--- src/rtl/lcm_pkg.sv ---
// Shared constants and types of the loss concealment mode selector
package lcm_pkg;

  // Concealment mode chosen for each frame
  typedef enum logic [2:0] {
    LCM_NORMAL,
    LCM_PM_ERASED,
    LCM_PM_NEXT_GOOD,
    LCM_PM_BURST,
    LCM_RS_ERASED,
    LCM_RS_NEXT_GOOD,
    LCM_AFTER_BURST,
    LCM_CONV_OLA
  } lcm_mode_t;

  // Thresholds on the energy difference, unsigned Q16 (value * 65536)
  localparam logic [15:0] STAT_THRES = 16'h083F;  // Below 0.032209
  localparam logic [15:0] MODE_THRES = 16'h28B9;  // Below 0.159063

  // Frequency window for the phase matching allow flag, in Hz
  localparam int PM_LOW_HZ = 75;
  localparam int PM_HIGH_HZ = 1000;

  // Number of buffered past frames checked for transients
  localparam int TRANS_DEPTH = 3;

  // Voiced noise attenuation as a right shift (factor 0.25)
  localparam int VOICED_SHIFT = 2;

  // Reset values
  localparam logic RST_FLAG = 1'b0;
  localparam logic RST_READY = 1'b1;

endpackage

--- src/rtl/lcm_select.sv ---
// Concealment mode selection, sample synthesis and output buffer
//
// Contract
// - Output sample is sinusoid plus noise over whole extended segment.
// - Voiced frames: noise attenuated to one quarter before adding.
// - Summed signal overlap-added with previously decoded output.
// - Spectral repetition only on bad frame after frequency-domain frame.
// - Plain overlap-add: transform output plus stored previous signal.
// - Phase matching erased: count one, allow set, no continue; first.
// - Else next-good phase matching: previous bad, current good, continue.
// - Else phase matching burst: previous and current bad, continue set.
// - Allow flag needs maximum-energy band within 75 to 1000 Hz.
// - Allow flag needs band index change of at most one.
// - Allow flag needs small energy change, no transient in three frames.
// - Current stationarity set when energy difference below 0.032209.
// - Output stationarity copied only if equal to old; old always updated.
// - Erased frame: repetition if stationary or difference below 0.159063.
// - Erased non-stationary frame falls back to conventional overlap-add.
// - Stationary good frame after erasure: repetition for next good frame.
// - Non-stationary good frame after burst over one: after-burst mode.
// - Non-stationary good frame after single erasure: plain overlap-add.
`timescale 1ns/1ps

// Sample buffer with registered output stage
module lcm_fifo import lcm_pkg::*; #(
  parameter int WIDTH = 18,
  parameter int DEPTH = 16
) (
  input wire logic CLK_I,
  input wire logic RST_I,
  input wire logic in_valid_i,
  output logic in_ready_o,
  input wire logic [WIDTH-1:0] in_data_i,
  output logic out_valid_o,
  input wire logic out_ready_i,
  output logic [WIDTH-1:0] out_data_o
);
  localparam int AW = $clog2(DEPTH);

  logic [WIDTH-1:0] mem [DEPTH];
  logic [AW-1:0] wr_ptr;
  logic [AW-1:0] rd_ptr;
  logic [AW:0] count;
  logic [AW:0] next_count;
  logic push;
  logic pop;

  assign push = in_valid_i && in_ready_o;
  assign pop = (count != '0) && (!out_valid_o || out_ready_i);

  // Occupancy of the memory
  always_comb begin
    next_count = count;
    if (push && !pop) begin
      next_count = count + (AW+1)'(1);
    end else if (pop && !push) begin
      next_count = count - (AW+1)'(1);
    end
  end

  // Count and registered ready
  always_ff @(posedge CLK_I) begin
    if (RST_I) begin
      count <= '0;
      in_ready_o <= RST_READY;
    end else begin
      count <= next_count;
      in_ready_o <= (next_count != (AW+1)'(DEPTH));
    end
  end

  // Pointers
  always_ff @(posedge CLK_I) begin
    if (RST_I) begin
      wr_ptr <= '0;
      rd_ptr <= '0;
    end else begin
      if (push) begin
        wr_ptr <= wr_ptr + AW'(1);
      end
      if (pop) begin
        rd_ptr <= rd_ptr + AW'(1);
      end
    end
  end

  // Storage
  always_ff @(posedge CLK_I) begin
    if (push) begin
      mem[wr_ptr] <= in_data_i;
    end
  end

  // Output stage
  always_ff @(posedge CLK_I) begin
    if (RST_I) begin
      out_valid_o <= RST_FLAG;
      out_data_o <= '0;
    end else if (pop) begin
      out_valid_o <= 1'b1;
      out_data_o <= mem[rd_ptr];
    end else if (out_ready_i) begin
      out_valid_o <= 1'b0;
    end
  end
endmodule

// Frame-rate mode decision and sample-rate synthesis
module lcm_select import lcm_pkg::*; #(
  parameter int SW = 16,
  parameter int BW = 6,
  parameter int CW = 8,
  parameter int BAND_HZ = 25,
  parameter int FIFO_DEPTH = 16,
  parameter logic [15:0] ENERGY_CHANGE_LIMIT = 16'h1000
) (
  input wire logic CLK_I,
  input wire logic RST_I,
  input wire logic FRAME_VALID_I,
  input wire logic BFI_I,
  input wire logic FD_MODE_I,
  input wire logic [BW-1:0] MAX_BAND_I,
  input wire logic [15:0] ENERGY_CHANGE_I,
  input wire logic TRANSIENT_I,
  input wire logic [15:0] DIFF_ENERGY_I,
  output logic MODE_VALID_O,
  output lcm_mode_t MODE_O,
  output logic FD_CONCEAL_O,
  output logic PM_ALLOW_O,
  output logic STAT_OUT_O,
  output logic [CW-1:0] LOST_COUNT_O,
  input wire logic SAMPLE_VALID_I,
  output logic SAMPLE_READY_O,
  input wire logic SYNTH_SEL_I,
  input wire logic VOICED_I,
  input wire logic signed [SW-1:0] SIN_I,
  input wire logic signed [SW-1:0] NOISE_I,
  input wire logic signed [SW-1:0] IMDCT_I,
  input wire logic signed [SW-1:0] HIST_I,
  output logic SAMPLE_VALID_O,
  input wire logic SAMPLE_READY_I,
  output logic signed [SW+1:0] SAMPLE_O
);
  localparam int OW = SW + 2;
  localparam logic [BW-1:0] BAND_LO =
    BW'((PM_LOW_HZ + BAND_HZ - 1) / BAND_HZ);
  localparam logic [BW-1:0] BAND_HI = BW'(PM_HIGH_HZ / BAND_HZ);

  logic prev_bfi;
  logic prev_fd;
  logic pm_next;
  logic stat_old;
  logic [BW-1:0] prev_band;
  logic [TRANS_DEPTH-1:0] trans_hist;
  logic [CW-1:0] next_lost;
  logic stat_curr;
  logic next_stat_out;
  logic diff_low;
  logic stationary;
  logic band_ok;
  logic delta_ok;
  logic energy_ok;
  logic next_allow;
  logic fd_cond;
  lcm_mode_t next_mode;

  // Lost-frame count including the current frame when it is bad
  assign next_lost = (BFI_I && LOST_COUNT_O != '1) ?
                     LOST_COUNT_O + CW'(1) : LOST_COUNT_O;

  assign stat_curr = DIFF_ENERGY_I < STAT_THRES;
  assign next_stat_out = (stat_old == stat_curr) ? stat_curr : STAT_OUT_O;
  assign diff_low = DIFF_ENERGY_I < MODE_THRES;
  assign stationary = next_stat_out || diff_low;

  assign band_ok = (MAX_BAND_I >= BAND_LO) && (MAX_BAND_I <= BAND_HI);
  // band index moved by at most one
  assign delta_ok = ({1'b0, MAX_BAND_I} == {1'b0, prev_band}) ||
    ({1'b0, MAX_BAND_I} == {1'b0, prev_band} + (BW+1)'(1)) ||
    ({1'b0, prev_band} == {1'b0, MAX_BAND_I} + (BW+1)'(1));
  assign energy_ok = (ENERGY_CHANGE_I < ENERGY_CHANGE_LIMIT) &&
                     (trans_hist == '0);
  assign next_allow = band_ok && delta_ok && energy_ok;
  assign fd_cond = BFI_I && prev_fd;

  // Mode priority chain
  always_comb begin
    next_mode = LCM_NORMAL;
    if (BFI_I && next_lost == CW'(1) && PM_ALLOW_O && !pm_next) begin
      next_mode = LCM_PM_ERASED;
    end else if (prev_bfi && !BFI_I && pm_next) begin
      next_mode = LCM_PM_NEXT_GOOD;
    end else if (prev_bfi && BFI_I && pm_next) begin
      next_mode = LCM_PM_BURST;
    end else if (BFI_I) begin
      next_mode = stationary ? LCM_RS_ERASED : LCM_CONV_OLA;
    end else if (prev_bfi && stationary) begin
      next_mode = LCM_RS_NEXT_GOOD;
    end else if (prev_bfi) begin
      next_mode = (LOST_COUNT_O > CW'(1)) ? LCM_AFTER_BURST : LCM_CONV_OLA;
    end
  end

  // Mode output and strobe
  always_ff @(posedge CLK_I) begin
    if (RST_I) begin
      MODE_VALID_O <= RST_FLAG;
      MODE_O <= LCM_NORMAL;
      pm_next <= RST_FLAG;
    end else begin
      MODE_VALID_O <= FRAME_VALID_I;
      if (FRAME_VALID_I) begin
        MODE_O <= next_mode;
        pm_next <= (next_mode == LCM_PM_ERASED) ||
                   (next_mode == LCM_PM_BURST);
      end
    end
  end

  always_ff @(posedge CLK_I) begin
    if (RST_I) begin
      FD_CONCEAL_O <= RST_FLAG;
      prev_fd <= RST_FLAG;
    end else if (FRAME_VALID_I) begin
      FD_CONCEAL_O <= fd_cond;
      prev_fd <= FD_MODE_I;
    end
  end

  // lost count and previous bad-frame flag
  always_ff @(posedge CLK_I) begin
    if (RST_I) begin
      LOST_COUNT_O <= '0;
      prev_bfi <= RST_FLAG;
    end else if (FRAME_VALID_I) begin
      LOST_COUNT_O <= BFI_I ? next_lost : '0;
      prev_bfi <= BFI_I;
    end
  end

  always_ff @(posedge CLK_I) begin
    if (RST_I) begin
      stat_old <= RST_FLAG;
      STAT_OUT_O <= RST_FLAG;
    end else if (FRAME_VALID_I) begin
      stat_old <= stat_curr;
      STAT_OUT_O <= next_stat_out;
    end
  end

  // Good-frame memory update of the allow flag
  always_ff @(posedge CLK_I) begin
    if (RST_I) begin
      PM_ALLOW_O <= RST_FLAG;
      prev_band <= '0;
      trans_hist <= '0;
    end else if (FRAME_VALID_I && !BFI_I) begin
      PM_ALLOW_O <= next_allow;
      prev_band <= MAX_BAND_I;
      trans_hist <= {trans_hist[TRANS_DEPTH-2:0], TRANSIENT_I};
    end
  end

  // Sample synthesis
  logic signed [OW-1:0] sin_x;
  logic signed [OW-1:0] noise_x;
  logic signed [OW-1:0] noise_q;
  logic signed [OW-1:0] synth;
  logic signed [OW-1:0] push_data;
  logic push;

  assign sin_x = OW'(SIN_I);
  assign noise_x = OW'(NOISE_I);
  // voiced noise scaled by one quarter
  assign noise_q = VOICED_I ? (noise_x >>> VOICED_SHIFT) : noise_x;
  assign synth = sin_x + noise_q;
  assign push_data = (SYNTH_SEL_I ? synth : OW'(IMDCT_I)) + OW'(HIST_I);
  assign push = SAMPLE_VALID_I && SAMPLE_READY_O;

  lcm_fifo #(
    .WIDTH(OW),
    .DEPTH(FIFO_DEPTH)
  ) u_fifo (
    .CLK_I(CLK_I),
    .RST_I(RST_I),
    .in_valid_i(SAMPLE_VALID_I),
    .in_ready_o(SAMPLE_READY_O),
    .in_data_i(push_data),
    .out_valid_o(SAMPLE_VALID_O),
    .out_ready_i(SAMPLE_READY_I),
    .out_data_o(SAMPLE_O)
  );
endmodule

--- config.mk ---
export PLATFORM = sky130hd
export DESIGN_NAME = lcm_select
export DESIGN_NICKNAME = d
export VERILOG_FILES = /design/src/rtl/lcm_pkg.sv /design/src/rtl/lcm_select.sv
export SDC_FILE = /design/constraint.sdc
export NUM_CORES = 1
export LEC_CHECK = 0
export BUFFER_PORTS_ARGS = -buffer_cell sky130_fd_sc_hd__buf_2
export CELL_PAD_IN_SITES_DETAIL_PLACEMENT = 0
export CELL_PAD_IN_SITES_GLOBAL_PLACEMENT = 1
export CORE_ASPECT_RATIO = 0.5
export CORE_MARGIN = 3
export CORE_UTILIZATION = 50
export DETAILED_ROUTE_END_ITERATION = 12
export PLACE_DENSITY = 0.89
export SLEW_MARGIN = 10
export SYNTH_ARGS = -nofsm -noshare
export SYNTH_HDL_FRONTEND = slang
export SYNTH_SLANG_ARGS = --single-unit
--- constraint.sdc ---
create_clock -name CLK_I -period 7.46 [get_ports CLK_I]
set_input_delay 0.373 -clock CLK_I [delete_from_list [all_inputs] [get_ports CLK_I]]
set_output_delay 0.373 -clock CLK_I [all_outputs]
set_load 0.01 [all_outputs]
==> results.toml <==
[finish]
area_growth_syn_to_layout_pct = 13.4
final_area_um2 = 18200
postLayoutCoreUtil_pct = 58.9
diodes = 0
nFillCells = 2363
final_cell_mix = "288 x edfxtp_1, 134 x buf_2, 112 x nand2_1"
final_common_cell = "edfxtp_1"
nets = 1409
fin_cells = 1695
final_layout_size_suffix_gt1_share_pct = 26.4

[floorplan]
initial_core_util_pct = 51.9
rows = 45
die_area_um2 = 34500
coreArea_um2 = 31000
io_pins = 147
die_h_um = 133
fp.dieW_um = 260

[worst_setup_path]
slowest_stage = "a21oi_1"
cp_slowest_stage_delay_ns = 0.88
critPathBufInv = 2
path_class = "primary input to flop"
crit_family = "compound AO/OA/AOI/OAI gates"
r2r_slack_ns = 4.34
cp.arrival_ns = 5.12
required_ns = 7.68
path_cells = "buf_2, mux2i_1, inv_1, ha_1, a211o_1, a211oi_1, o21ai_0, a31oi_1, xnor2_1, mux2_2, ha_1, nand3_1, a211oi_1, nor2_1, a211oi_1, o21ai_0, a21oi_1"
start_kind = "primary input"
critPathMostFrequentCell = "a211oi_1"
end_kind = "flop"
cp_max_fo = 16

[synthesis]
synthDistinctLibCells = 69
async_reset_ff_share_pct = 0
synth_edf_count = 288
ys.flop_type = "edfxtp_1"
syn-cell-area_um2 = 16100
yosysWarnings = 0
synth_nets = 1276
avgSynthCellArea_um2 = 14.4
yosysSeqAreaShare_pct = 61.4
synth_seq_cells = 349
syn_inst = 1116

[sta]
holdWs_ns = 0.0724
final_hold_viol_count = 0
worst_slew_margin_rel_pct = 17.1
setup_viol = 0
drv_slew = 0
worstMarginPinSlew_ns = 1.24
finalCritPeriodShare_pct = 65.6
rsz0062_at_grt = "false"
tns_ns = 0
fmax_mhz = 204
fin_skew_ns = 0.0467
fin_ws_ns = 2.56
min_period_ns = 4.90

[clock_network]
cts_resized = 0
insertion_delay_ns = 0.58
h-tree-depth = 1
clk_path_buf_depth = 3
clock_sinks = 349
cts_buffers = 30
path_clk_slew_ns = 0.07
cts_tree = "done"
root_buffer = "clkbuf_16"
post_cts_buffers = 0
cts_hold_buf = 0

[route]
routed_wl_um = 39800
drt-initial-drc-count = 1053
via_count = 10500
avgRoutedWirePerCell_um = 23.5
first_pass_iters = 5
drtAntennaViolNets = 0
drcViolationCount = 0
vias_per_cell = 6.17

[power]
p_leak_nw = 6.33
p_total_mw = 5.51
pwr_density_cell_nw_per_um2 = 302
vdd_drop_max_mv = 0.204

[placed_design]
dp_cells = 1640
gp_congestion = 0.858
dpl.hpwl_um = 23800
dpl_worst_slack_ns = 1.96
place_area_um2 = 17200
port_buffers = 134

[global_routing]
grt.total_usage_pct = 23.0
antenna_found_initial = 0
grt_max_degree = 76
grt-ovfl-total = 0
grt_pass1_vias = 10200
grt_pass1_wl_um = 60700

[status]
run_status = "finished clean"

[run]
cap_violations = 0

[worst_hold_path]
min_path_type = "primary input to flop"
-- per-layer routing --
metal / vias to the layer above / wire length [um] / global-route usage (%)
li1: 4594 / - / -
met1: 5174 / 16100 / 32.8
met2: 619 / 19200 / 37.6
met3: 63 / 3840 / 3.94
met4: 0 / 723 / 4.79
met5: - / 0 / 0
-- path summary, 6_finish.rpt --
check                                      startpoint                    end  depth (start not counted)
worst max-delay path                         VOICED_I      u_fifo.mem[9][14]                         17
worst min-delay path                      TRANSIENT_I          trans_hist[0]                          3
worst max register to register       u_fifo.rd_ptr[0]  u_fifo.out_data_o[10]                          5
worst min register to register  u_fifo.out_data_o[12]  u_fifo.out_data_o[12]                          2
-- synth_stat cells (all sizes together), types with 5 or more instances --
master,n,area [um^2]
nand2,112,420
o31ai,10,75.1
clkbuf,38,143
a21oi,67,347
xor2,15,131
o2111ai,5,61.3
o21a,5,37.5
buf,18,109
a22oi,7,52.6
a31oi,8,50.1
o21ai,33,165
mux2,19,214
nand4,8,50.1
xnor2,24,210
inv,33,124
nor2,66,248
a211oi,12,90.1
nor2b,5,31.3
nand3,23,120
nand2b,11,68.8
or2,5,31.3
and3,10,62.6
a21o,8,60.1
or4,5,42.5
nor3,17,85.1
and4,5,43.8
mux4,90,2030
ha,46,576
edfxtp,288,8650
dfxtp,61,1220
-- registers in the layout, indices dropped and copies added, names as in the netlist, 3 cells and up --
signal	cells
u_fifo.wr_ptr	4
LOST_COUNT_O	8
u_fifo.mem	288
u_fifo.out_data_o	18
u_fifo.count	5
prev_band	6
u_fifo.rd_ptr	4
MODE_O	3
trans_hist	3
-- power breakdown --
| group | internal, mW | switching, mW | leakage, nW | total, mW |
|---|---|---|---|---|
| Clock | 0.813 | 0.692 | 0.436 | 1.50 |
| Sequential | 2.41 | 0.0868 | 3.10 | 2.49 |
| Combinational | 0.643 | 0.865 | 2.79 | 1.51 |
| Total | 3.86 | 1.64 | 6.33 | 5.51 |
-- worst min-delay path, cell delays in order --
cell and delay [ns]:
buf_2 0.10, nand2_1 0.04, a21oi_1 0.05
-- area by class of cell --
| cell class | count | area [um^2] | area share [%] |
|---|---|---|---|
| tap | 423 | 529 | 2.90 |
| clock buffer | 38 | 781 | 4.28 |
| sequential | 349 | 9880 | 54.2 |
| inverter | 34 | 128 | 0.700 |
| timing repair buffer | 157 | 843 | 4.63 |
| clock inverter | 17 | 158 | 0.865 |
| multi-input combinational | 677 | 5920 | 32.5 |
-- kinds of logic after synthesis --
family	Yosys count	share of synthesized area, %
buffers and inverters	90	2.36
XOR/XNOR	39	2.12
adder cells (fa/ha/maj)	48	3.83
flip-flops	349	61.4
multiplexers	113	14.2
AO/OA/AOI/OAI	192	7.81
AND/OR/NAND/NOR	285	8.32
Power figures use the tool's default switching activity.
